==> config.mk <==
export PLATFORM = sky130hd
export DESIGN_NAME = oofr_top
export DESIGN_NICKNAME = d
export VERILOG_FILES = /design/src/rtl/oofr_pkg.sv /design/src/rtl/oofr_timer_if.sv /design/src/rtl/oofr_delay_timer.sv /design/src/rtl/oofr_top.sv
export SDC_FILE = /design/constraint.sdc
export NUM_CORES = 1
export LEC_CHECK = 0
export ABC_CLOCK_PERIOD_IN_PS = 11800
export BUFFER_PORTS_ARGS = -buffer_cell sky130_fd_sc_hd__buf_2
export CAP_MARGIN = 20
export CORE_ASPECT_RATIO = 1.2
export CORE_MARGIN = 5
export CORE_UTILIZATION = 45
export DETAILED_ROUTE_END_ITERATION = 6
export GPL_TIMING_DRIVEN = 1
export HOLD_SLACK_MARGIN = 0.03
export PLACE_DENSITY = 0.63
export SLEW_MARGIN = 20
export SYNTH_ARGS = -nofsm -noshare
export SYNTH_HDL_FRONTEND = slang
export SYNTH_SLANG_ARGS = --single-unit
==> constraint.sdc <==
create_clock -name ref_clk -period 11.8 [get_ports ref_clk]
set_input_delay 0.59 -clock ref_clk [delete_from_list [all_inputs] [get_ports ref_clk]]
set_output_delay 0.59 -clock ref_clk [all_outputs]
set_load 0.03 [all_outputs]
==> src/rtl/oofr_pkg.sv <==
// Constants and types shared by the output over-voltage fault response block.
// Assumes a single 125 MHz clock domain and a decoded command port from the bus engine.
`default_nettype none

package oofr_pkg;

    // Command codes through which the host reaches the three settings.
    localparam logic [7:0]  CMD_CURRENT_SENSE_OFFSET = 8'h39;
    localparam logic [7:0]  CMD_OV_FAULT_THRESHOLD   = 8'h40;
    localparam logic [7:0]  CMD_OV_FAULT_POLICY      = 8'h41;

    // Field positions inside the policy byte.
    localparam int          RESP_MSB  = 7;
    localparam int          RESP_LSB  = 6;
    localparam int          RETRY_MSB = 5;
    localparam int          RETRY_LSB = 3;
    localparam int          DELAY_MSB = 2;
    localparam int          DELAY_LSB = 0;

    // Field positions of a linear-format word: signed exponent over signed mantissa.
    localparam int          LIN_EXP_MSB = 15;
    localparam int          LIN_EXP_LSB = 11;
    localparam int          LIN_MAN_MSB = 10;

    // Threshold and measured voltage share this fixed exponent, so they compare directly.
    localparam int          OV_EXPONENT = -12;

    // Response codes.
    localparam logic [1:0]  RESP_IGNORE        = 2'h0;
    localparam logic [1:0]  RESP_DELAY_RETRY   = 2'h1;
    localparam logic [1:0]  RESP_DISABLE_RETRY = 2'h2;
    localparam logic [1:0]  RESP_RESUME_OK     = 2'h3;

    // Retry codes with special meaning.
    localparam logic [2:0]  RETRY_NONE    = 3'h0;
    localparam logic [2:0]  RETRY_FOREVER = 3'h7;

    // Values after reset.
    localparam logic [15:0] RST_CURRENT_SENSE_OFFSET = 16'h0000;
    localparam logic [15:0] RST_OV_FAULT_THRESHOLD   = 16'hFFFF;
    localparam logic [7:0]  RST_OV_FAULT_POLICY      = 8'h80;

    // Policy sequencer states, Gray coded along run, delay, down, retry, latch, hold.
    typedef enum logic [2:0] {
        OOFR_RUN   = 3'h0,
        OOFR_DELAY = 3'h1,
        OOFR_DOWN  = 3'h3,
        OOFR_RETRY = 3'h2,
        OOFR_LATCH = 3'h6,
        OOFR_HOLD  = 3'h7
    } oofr_state_t;

endpackage

`default_nettype wire

==> src/rtl/oofr_timer_if.sv <==
// Interface between the policy sequencer and its delay timer.
// Assumes both ends run on the same clock.
`default_nettype none

interface oofr_timer_if;
    logic        start;
    logic [2:0]  code;
    logic [15:0] unitCycles;
    logic        expired;

    modport ctrl  (output start, output code, output unitCycles, input expired);
    modport timer (input start, input code, input unitCycles, output expired);
endinterface

`default_nettype wire

==> src/rtl/oofr_delay_timer.sv <==
// Delay timer: counts two to the power of the delay code time units.
// Assumes unitCycles is the length of one time unit in clock cycles; zero counts as one.
`default_nettype none

module oofr_delay_timer
(
    input  wire logic     ref_clk,
    input  wire logic     rst_n,
    oofr_timer_if.timer   tmr
);

    typedef struct packed {
        logic        running;
        logic [15:0] cycles;
        logic [7:0]  units;
    } oofr_timer_state_t;

    oofr_timer_state_t st_reg;
    oofr_timer_state_t st_next;
    logic [15:0]       unitLen;
    logic [7:0]        unitTotal;
    logic              unitDone;
    logic              lastUnit;

    // A start while running restarts the count, so each attempt measures from its own start.
    always_comb
    begin
        st_next   = st_reg;
        unitLen   = (tmr.unitCycles == 16'h0000) ? 16'h0001 : tmr.unitCycles;
        unitTotal = 8'h01 << tmr.code;
        unitDone  = st_reg.cycles + 16'h0001 >= unitLen;
        lastUnit  = st_reg.units + 8'h01 == unitTotal;
        if (tmr.start)
        begin
            st_next.running = 1'b1;
            st_next.cycles  = 16'h0000;
            st_next.units   = 8'h00;
        end
        else if (st_reg.running)
        begin
            if (unitDone)
            begin
                st_next.cycles = 16'h0000;
                if (lastUnit)
                    st_next.running = 1'b0;
                else
                    st_next.units = st_reg.units + 8'h01;
            end
            else
            begin
                st_next.cycles = st_reg.cycles + 16'h0001;
            end
        end
    end

    // State register.
    always_ff @(posedge ref_clk or negedge rst_n)
    begin
        if (!rst_n)
            st_reg <= '0;
        else
            st_reg <= st_next;
    end

    // Expiry is decoded from the count so that the sequencer sees it on the last counted edge.
    assign tmr.expired = st_reg.running && unitDone && lastUnit;
endmodule // oofr_delay_timer

`default_nettype wire

==> src/rtl/oofr_top.sv <==
// Output over-voltage fault response: settings, fault detection, retry sequencing, offset.
// Assumes a bus engine that decodes host commands into cmdCode with write and read strobes,
// measurements that arrive as valid-qualified samples, and a time unit supplied from outside.
`default_nettype none

// Functional notes
// Response 00 ignores the fault entirely.
// Response 01 waits delay, retries if persisting.
// Response 10 disables at once, then retries.
// Response 11 holds off until fault clears.
// Retry code 000 means latch off.
// Codes 001-101 retry that many times.
// Retry code 111 retries without limit.
// Attempt starts spaced by the programmed delay.
// Threshold is 16-bit unsigned, exponent minus twelve.
// Offset added to every output current reading.
// Retry code 110 retries six times.
// Delay is two to the code units.
// Time unit length comes from elsewhere.
// Voltage above threshold is a fault.
// Latch ends on clear or off-on.
module oofr_top
(
    input  wire logic        ref_clk,
    input  wire logic        rst_n,
    input  wire logic [7:0]  cmdCode,
    input  wire logic [15:0] wrData,
    input  wire logic        wrStrobe,
    input  wire logic        rdStrobe,
    output logic      [15:0] rdData,
    output logic             cmdInvalid,
    input  wire logic [15:0] voutSample,
    input  wire logic        voutValid,
    input  wire logic [15:0] ioutSample,
    input  wire logic        ioutValid,
    output logic      [15:0] ioutAdjusted,
    output logic             ioutAdjustedValid,
    input  wire logic [15:0] delayUnitCycles,
    input  wire logic        outputCommandOn,
    input  wire logic        faultClear,
    output logic             outputEnable,
    output logic             overvoltagePresent,
    output logic             latchedOff,
    output logic      [2:0]  retryAttempt
);

    typedef struct packed {
        oofr_pkg::oofr_state_t state;
        logic [2:0]            attempts;
        logic                  faultSeen;
        logic                  ovPresent;
        logic                  outEn;
        logic [15:0]           offset;
        logic [15:0]           threshold;
        logic [7:0]            policy;
        logic [15:0]           rdData;
        logic                  cmdInvalid;
        logic [15:0]           ioutAdj;
        logic                  ioutAdjValid;
    } oofr_top_state_t;

    oofr_top_state_t st_reg;
    oofr_top_state_t st_next;
    oofr_timer_if    tmrIf ();
    logic [1:0]      resp;
    logic [2:0]      retries;
    logic            timerStart;

    // Linear add: align the offset mantissa to the reading's exponent, add, saturate.
    function automatic logic [15:0] linAdd(input logic [15:0] rd, input logic [15:0] off);
        logic signed [5:0]  diff;
        logic signed [16:0] shifted;
        logic signed [16:0] sum;
        logic [10:0]        man;
        diff = $signed({rd[15], rd[15:11]});
        diff = $signed({off[15], off[15:11]}) - diff;
        shifted = $signed({{6{off[10]}}, off[10:0]});
        if (diff >= 6'sh00)
            shifted = shifted <<< diff[4:0];
        else
            shifted = shifted >>> 6'(-diff);
        sum = $signed({{6{rd[10]}}, rd[10:0]}) + shifted;
        if (sum > 17'sh003FF)
            man = 11'h3FF;
        else if (sum < -17'sh00400)
            man = 11'h400;
        else
            man = sum[10:0];
        return {rd[15:11], man};
    endfunction

    assign resp    = st_reg.policy[oofr_pkg::RESP_MSB:oofr_pkg::RESP_LSB];
    assign retries = st_reg.policy[oofr_pkg::RETRY_MSB:oofr_pkg::RETRY_LSB];

    // Command port, fault detection, current offset and the policy sequencer.
    always_comb
    begin
        st_next = st_reg;
        timerStart = 1'b0;
        st_next.cmdInvalid   = 1'b0;
        st_next.ioutAdjValid = 1'b0;
        if (wrStrobe)
        begin
            case (cmdCode)
                oofr_pkg::CMD_CURRENT_SENSE_OFFSET: st_next.offset = wrData;
                oofr_pkg::CMD_OV_FAULT_THRESHOLD:   st_next.threshold = wrData;
                oofr_pkg::CMD_OV_FAULT_POLICY:      st_next.policy = wrData[7:0];
                default:                            st_next.cmdInvalid = 1'b1;
            endcase
        end
        if (rdStrobe)
        begin
            case (cmdCode)
                oofr_pkg::CMD_CURRENT_SENSE_OFFSET: st_next.rdData = st_reg.offset;
                oofr_pkg::CMD_OV_FAULT_THRESHOLD:   st_next.rdData = st_reg.threshold;
                oofr_pkg::CMD_OV_FAULT_POLICY:      st_next.rdData = {8'h00, st_reg.policy};
                default:
                begin
                    st_next.rdData     = 16'h0000;
                    st_next.cmdInvalid = 1'b1;
                end
            endcase
        end
        // Unsigned compare is valid because both words carry the same fixed exponent.
        if (voutValid)
            st_next.ovPresent = voutSample > st_reg.threshold;
        if (ioutValid)
        begin
            st_next.ioutAdj      = linAdd(ioutSample, st_reg.offset);
            st_next.ioutAdjValid = 1'b1;
        end
        // Turning the output off abandons any response, which also releases a latch.
        if (!outputCommandOn)
        begin
            st_next.state    = oofr_pkg::OOFR_RUN;
            st_next.attempts = 3'h0;
        end
        else
        begin
            case (st_reg.state)
                oofr_pkg::OOFR_RUN:
                begin
                    if (st_reg.ovPresent)
                    begin
                        case (resp)
                            oofr_pkg::RESP_DELAY_RETRY:
                            begin
                                st_next.state = oofr_pkg::OOFR_DELAY;
                                timerStart = 1'b1;
                            end
                            oofr_pkg::RESP_DISABLE_RETRY:
                            begin
                                st_next.state = oofr_pkg::OOFR_DOWN;
                                timerStart = 1'b1;
                            end
                            oofr_pkg::RESP_RESUME_OK: st_next.state = oofr_pkg::OOFR_HOLD;
                            default:                  st_next.state = oofr_pkg::OOFR_RUN;
                        endcase
                    end
                end
                oofr_pkg::OOFR_DELAY:
                begin
                    if (tmrIf.expired)
                    begin
                        if (!st_reg.ovPresent)
                            st_next.state = oofr_pkg::OOFR_RUN;
                        else if (retries == oofr_pkg::RETRY_NONE)
                            st_next.state = oofr_pkg::OOFR_LATCH;
                        else
                        begin
                            st_next.state = oofr_pkg::OOFR_DOWN;
                            timerStart = 1'b1;
                        end
                    end
                end
                oofr_pkg::OOFR_DOWN:
                begin
                    if (tmrIf.expired)
                    begin
                        if (retries == oofr_pkg::RETRY_NONE)
                            st_next.state = oofr_pkg::OOFR_LATCH;
                        else
                        begin
                            st_next.state     = oofr_pkg::OOFR_RETRY;
                            st_next.attempts  = 3'h1;
                            st_next.faultSeen = 1'b0;
                            timerStart = 1'b1;
                        end
                    end
                end
                oofr_pkg::OOFR_RETRY:
                begin
                    // A fault during an attempt drops the output but keeps the attempt spacing.
                    if (st_reg.ovPresent)
                        st_next.faultSeen = 1'b1;
                    if (tmrIf.expired)
                    begin
                        if (!st_reg.faultSeen && !st_reg.ovPresent)
                        begin
                            st_next.state    = oofr_pkg::OOFR_RUN;
                            st_next.attempts = 3'h0;
                        end
                        else if (retries == oofr_pkg::RETRY_FOREVER)
                        begin
                            st_next.faultSeen = 1'b0;
                            timerStart = 1'b1;
                        end
                        else if (st_reg.attempts < retries)
                        begin
                            st_next.attempts  = st_reg.attempts + 3'h1;
                            st_next.faultSeen = 1'b0;
                            timerStart = 1'b1;
                        end
                        else
                            st_next.state = oofr_pkg::OOFR_LATCH;
                    end
                end
                oofr_pkg::OOFR_LATCH:
                begin
                    if (faultClear)
                    begin
                        st_next.state    = oofr_pkg::OOFR_RUN;
                        st_next.attempts = 3'h0;
                    end
                end
                oofr_pkg::OOFR_HOLD:
                begin
                    if (!st_reg.ovPresent)
                        st_next.state = oofr_pkg::OOFR_RUN;
                end
                default: st_next.state = oofr_pkg::OOFR_RUN;
            endcase
        end
        // The output follows the next state so a disabling decision acts on the next edge.
        case (st_next.state)
            oofr_pkg::OOFR_RUN:   st_next.outEn = outputCommandOn;
            oofr_pkg::OOFR_DELAY: st_next.outEn = 1'b1;
            oofr_pkg::OOFR_RETRY: st_next.outEn = !st_next.faultSeen;
            default:              st_next.outEn = 1'b0;
        endcase
    end

    // State register; settings take their reset values here.
    always_ff @(posedge ref_clk or negedge rst_n)
    begin
        if (!rst_n)
        begin
            st_reg           <= '0;
            st_reg.state     <= oofr_pkg::OOFR_RUN;
            st_reg.offset    <= oofr_pkg::RST_CURRENT_SENSE_OFFSET;
            st_reg.threshold <= oofr_pkg::RST_OV_FAULT_THRESHOLD;
            st_reg.policy    <= oofr_pkg::RST_OV_FAULT_POLICY;
        end
        else
            st_reg <= st_next;
    end

    assign tmrIf.start      = timerStart;
    assign tmrIf.code       = st_reg.policy[oofr_pkg::DELAY_MSB:oofr_pkg::DELAY_LSB];
    assign tmrIf.unitCycles = delayUnitCycles;

    oofr_delay_timer u_timer
    (
        .ref_clk (ref_clk),
        .rst_n   (rst_n),
        .tmr     (tmrIf.timer)
    );

    assign rdData             = st_reg.rdData;
    assign cmdInvalid         = st_reg.cmdInvalid;
    assign ioutAdjusted       = st_reg.ioutAdj;
    assign ioutAdjustedValid  = st_reg.ioutAdjValid;
    assign outputEnable       = st_reg.outEn;
    assign overvoltagePresent = st_reg.ovPresent;
    assign latchedOff         = st_reg.state == oofr_pkg::OOFR_LATCH;
    assign retryAttempt       = st_reg.attempts;
endmodule // oofr_top

`default_nettype wire

-- Word level (Yosys, flattened, before mapping)
Index checks and enable logic that the tools add are counted.
- output and inout bits: 40
- input bits: 80
- bits in latches: 0
- word-level logic and storage cells: 126
- memories: 0
- bits in read-only memories: 0
- RAM bits: 0
- bits in registers: 108
- divide/modulo/power cells: 0
- multipliers: 0
- bitwise gates (word level): 0
- shifts and indexed selects: 3
- reduce and logical (&&, ||, !) cells: 19
- equality and inequality tests: 23
- add/subtract/negate cells: 6
- magnitude comparators: 6
- muxes and demuxes: 54
- operator list (operator ; count):
    $mux 25 ; 2
    $pmux 16 s3 ; 1
    $mux 17 ; 2
    $mux 16 ; 2
    $mux 6 ; 4
    $mux 1 ; 22
    $mux 11 ; 2
    $mux 3 ; 7
    $pmux 3 s3 ; 2
    $pmux 3 s6 ; 1
    $add 11x17->17 ; 1
    $gt 17x11->1 const B ; 1
    $lt 17x11->1 const B ; 1
    $sshl 11x5->17 ; 1
    $sshr 11x6->17 ; 1
    $add 16x1->16 const B ; 1
    $eq 8x7->1 const B ; 2
    $ge 16x16->1 ; 1
    $gt 16x16->1 ; 1
    $logic_not 16->1 ; 1
    $mux 8 ; 2
    $mux 7 ; 2
    $ne 3x3->1 const B ; 4
    $eq 3x2->1 const B ; 3
    29 further kinds ; 44

-- Depth between registers and ports, before layout
- depth in word-level cells: 10
- depth in mapped cells: 25
- gate-level depth less buffers: 23

-- Modules after synthesis
A second synthesis with hierarchy kept.
- cell total of the unflattened synthesis: 975
- area, all modules: 8714.6 um2
- by module, submodules not included (module ; seq. area each (um2) ; area an instance (um2) ; times used ; cells each):
    oofr_top ; 2098.3 ; 6587.6 ; 1 ; 721
    oofr_delay_timer ; 625.6 ; 2127.0 ; 1 ; 254

-- Worst setup path before layout
Ideal clock, no wire load.
- path kind: input-to-reg
- from: in ioutSample[11]
- to: reg st_reg, in the netlist ioutAdjusted[0]
- library setup time: 0.101 ns
- path buffers: 3
- setup slack: 5.992 ns
- required time: 11.699 ns
- arrival time: 5.707 ns
- stages on the path: 23
- cell sequence: ha_1 > inv_1 > fa_1 > clkbuf_1 > clkinv_1 > ha_1 > clkbuf_1 > mux4_2 > mux4_2 > a21oi_1 > o21ai_0 > ha_1 > inv_1 > fa_1 > nor2b_1 > o31a_1 > o22ai_1 > a311oi_1 > or3_1 > mux2i_1 > nor3_1 > buf_2 > o32ai_1
- cells in the longest elaborated chain, start to end: 9
- elaborated cells on any way between the ends: 12
- classes of those cells: add/sub (3); order compare (3); shift (2); mux (4)
- ends and longest elaborated chain (what ; line ; text):
    start, declared ; oofr_top.sv:34 ; input wire logic [15:0] ioutSample,
    $sub 5x5->6 (*) ; oofr_top.sv:76 ; diff = $signed({off[15], off[15:11]}) - diff;
    $neg 6->6 ; oofr_top.sv:81 ; shifted = shifted >>> 6'(-diff);
    $sshr 11x6->17 ; oofr_top.sv:81 ;
    $mux 17 (*) ; oofr_top.sv:78 ; if (diff >= 6'sh00)
    $mux 17 (*) ; oofr_top.sv:127 ; if (ioutValid)
    $add 11x17->17 (*) ; oofr_top.sv:82 ; sum = $signed({{6{rd[10]}}, rd[10:0]}) + shifted;
    $lt 17x11->1 ; oofr_top.sv:85 ; else if (sum < -17'sh00400)
    $mux 11 ; oofr_top.sv:85 ;
    $mux 11 (*) ; oofr_top.sv:83 ; if (sum > 17'sh003FF)
    end signal, assigned ; oofr_top.sv:255 ; st_reg <= st_next;
    end, declared ; oofr_top.sv:62 ; oofr_top_state_t st_reg;
Every way passes the cells marked *; elsewhere a longest branch is shown, timed or not. The select of a mux whose other input is x is not followed.
A chain may end at the register's enable or synchronous reset.

-- Final worst setup path
- from: reg st_reg[69] (netlist name)
- to: reg st_reg, in the netlist ioutAdjusted[1]
- cells in the longest elaborated chain, start to end: 9
- elaborated cells on any way between the ends: 12
- classes of those cells: add/sub (3); order compare (3); shift (2); mux (4)
- ends and longest elaborated chain (what ; line):
    $sub 5x5->6 (*) ; oofr_top.sv:76
    $neg 6->6 ; oofr_top.sv:81
    $sshr 11x6->17 ; oofr_top.sv:81
    $mux 17 (*) ; oofr_top.sv:78
    $mux 17 (*) ; oofr_top.sv:127
    $add 11x17->17 (*) ; oofr_top.sv:82
    $lt 17x11->1 ; oofr_top.sv:85
    $mux 11 ; oofr_top.sv:85
    $mux 11 (*) ; oofr_top.sv:83
Marked as above.

==> results.md <==
- RSZ-0062 raised after global routing: no
- Synth unique cells: 75
- DRT antenna net count: 0
- Final setup margin: 5.26 ns
- Slowest CP cell: fa_1
- DRT iter0 DRCs: 369
- Largest net degree at the start of global routing: 78
- Reg2reg path depth: 21
- CTS tree: yes
- Clk sinks: 108
- Share of layout cells above drive strength 1: 0.218
- Gpl congestion: 0.907
- Filler Cells Inserted: 1905
- Number of flip-flops in the largest register: 39
- Leakage: 4.49 nW
- P per Cell Area: 120 nW/um^2
- Total negative slack: 0 ns
- Worst flop-to-flop path startpoint: st_reg[69]
- Clk slew on worst S/H paths: 0.08 ns
- Endpoints failing hold: 0
- WS Path Type: flop to flop
- CP cell instances: inv_1 > ha_1 > inv_1 > fa_1 > clkinv_1 > ha_1 > mux4_2 > mux4_2 > a21oi_1 > o21ai_0 > ha_1 > inv_1 > fa_1 > nor2b_1 > o31a_1 > o22ai_1 > a311oi_1 > or3_1 > mux2i_1 > nor3_2 > o32ai_1
- Async SR Flop Fraction: 1.00
- Clock Path Buffers: 2
- Critical path startpoint category: flop
- CTS H-tree depth: 3
- Vias in the first global route: 7422
- Die footprint: 22600 sq um
- Endpoints failing setup: 0
- Final instance area: 9720 sq um
- Peak Freq: 153 MHz
- DRT Pass-1 Iters: 5
- DRC viols: 0
- Cells after DPL: 1309
- CP endpoint kind: flop
- Total number of yosys warnings: 0
- Maximum vdd drop: 0.0800 mV
- Syn_area_per_cell: 8.84 sq um
- Rel. slew slack: 0.306
- Crit-path max FO: 17
- Worst Setup SP: st_reg[69]
- Die Y: 164 um
- Worst-margin pin slew: 1.03 ns
- First-pass GRT wire length: 36500 um
- Initial antenna violation count: 0
- Tot GR Track Use: 0.194
- Sequential area share after synthesis: 0.308
- Via count: 7565
- Non-Filler Instances: 1325
- Cells after Synth: 1001
- Number of buffers created by CTS: 9
- Final Cycle Share: 0.554
- Reg-to-Reg End: ioutAdjusted[1]
- Cell Area, Synth: 8850 sq um
- CTS Hold Buffers Added: 0
- CP max stage delay: 0.89 ns
- Post-CTS Setup Repair Bufs: 0
- Wire per inst: 16.5 um
- Detailed placement HPWL: 16800 um
- Root buf cell: clkbuf_16
- Minimum clock period after layout: 6.54 ns
- Routed vias/inst: 5.71
- Drt total wl: 21800 um
- Yosys reg bits: 108
- Final core utilization: 0.499
- Antenna diodes: 0
- Port buffer count: 119
- NumNets Final: 1204
- Ys flop type: dfrtp_1
- Initial Utilization: 0.455
- Synth Net Count: 1146
- Max Cap Viol: 0
- Outcome: complete, no violations
- Die X: 138 um
- Req. time, crit path: 12.06 ns
- Row cnt: 56
- Max-slew violation count: 0
- Worst hold path class: input port to async pin
- Post-place instance area: 9400 sq um
- Layout area overhead: 9.81%
- Reg-to-reg slack, setup: 5.26 ns
- Clock skew: 0.0119 ns
- CTS resizes: 0
- CP Data Arrival Time: 6.80 ns
- Global route total overflow: 0
- Later-pin clock latency in the skew report: 0.37 ns
- Crit path capture: ioutAdjusted[1]
- EDFF count, synth: 0
- Core Region: 19500 sq um
- I/O Pins: 120
- Worst slack, placed: 4.74 ns
==> where the power goes <==
part | total (W) | switching [W] | internal, W
clock network | 0.000322 | 0.000153 | 0.000168
registers | 0.000451 | 0.0000436 | 0.000407
logic | 0.000390 | 0.000234 | 0.000156
total | 0.00116 | 0.000431 | 0.000731
==> per-layer routing <==
metal / vias up / track usage / part of all wire
met5: - / 0 / 0
met4: 0 / 0.0490 / 0.016
met3: 30 / 0.0319 / 0.033
met2: 160 / 0.348 / 0.50
met1: 3627 / 0.245 / 0.45
li1: 3748 / - / -
==> cell type report <==
| cell class | instances | area (sq um) | share of cell area |
|---|---|---|---|
| Timing Repair Buffer | 125 | 647 | 0.0665 |
| Tap cell | 261 | 327 | 0.0336 |
| Sequential cell | 108 | 2720 | 0.280 |
| Clock inverter | 7 | 85.1 | 0.00875 |
| Multi-Input combinational cell | 761 | 5510 | 0.567 |
| Clock buffer | 9 | 225 | 0.0232 |
| Inverter | 54 | 203 | 0.0208 |
==> cells in the final DEF (no fill, tap or decap), types with 15 or more instances in the layout <==
| cell type | instances |
|---|---|
| a21o_1 | 22 |
| a21oi_1 | 79 |
| buf_2 | 118 |
| dfrtp_1 | 91 |
| dfstp_2 | 17 |
| ha_1 | 63 |
| inv_1 | 52 |
| mux2_2 | 47 |
| mux2i_1 | 36 |
| nand2_1 | 43 |
| nand3_1 | 30 |
| nand4_1 | 15 |
| nor2_1 | 94 |
| nor2b_1 | 16 |
| nor3_1 | 17 |
| o21ai_0 | 72 |
| xnor2_1 | 20 |
| xor2_1 | 16 |
==> cell usage after synthesis, types with 11 or more instances <==
cell | instances | area, sq um
nand4_1 | 15 | 93.8
inv_1 | 52 | 195
and3_1 | 11 | 68.8
mux2_2 | 47 | 529
a21oi_1 | 79 | 395
nand3_1 | 30 | 150
dfrtp_1 | 91 | 2280
clkbuf_1 | 36 | 135
nand2_1 | 43 | 161
xnor2_1 | 21 | 184
ha_1 | 63 | 788
nor3_1 | 19 | 95.1
dfstp_2 | 17 | 447
nand2b_1 | 12 | 75.1
xor2_1 | 16 | 140
nor2b_1 | 16 | 100
a21o_1 | 22 | 165
nor2_1 | 94 | 353
mux2i_1 | 36 | 360
buf_4 | 35 | 263
o21ai_0 | 72 | 360
==> logic make-up (layout without fill, tap and decap cells) <==
group | count (synthesis) | after routing | synth area share
muxes | 93 | 93 | 0.126
and+or+nand+nor | 292 | 292 | 0.166
DFF | 108 | 108 | 0.308
adders and majority gates | 65 | 65 | 0.0936
buffers and inverters | 132 | 195 | 0.0718
AOI/OAI and AO/OA | 274 | 274 | 0.198
xor gates and xnor gates | 37 | 37 | 0.0366
==> critical path: cells and delay by family (launching register included) <==
kind	cells	cell delay (ns)
buffers and inverters	4	0.59
AOI/OAI and AO/OA	6	1.36
and+or+nand+nor	3	0.62
muxes	3	1.35
DFF	1	0.40
adders and majority gates	5	2.08
==> worst min path at each step <==
| stage | start | end | slack, ns | cells past startpoint |
|---|---|---|---|---|
| final | rst_n | overvoltagePresent | 0.17 | 1 |
| after global routing | rst_n | overvoltagePresent | 0.19 | 1 |
| after CTS | rst_n | overvoltagePresent | 0.17 | 1 |
| after detailed placement | ioutAdjusted[10] | ioutAdjusted[10] | 0.48 | 1 |
| after global placement | ioutAdjusted[10] | ioutAdjusted[10] | 0.46 | 1 |
| after floorplan | rst_n | cmdInvalid | 0.29 | 0 |
==> per-stage QoR <==
step,hold WS (ns),power [W]
floorplan,0.294,0.000750
detailed placement,0.476,0.000845
finish,0.165,0.00116
global route,0.191,0.00124
global placement,0.461,0.000841
CTS,0.169,0.00117
Power figures use the tool's default switching activity.
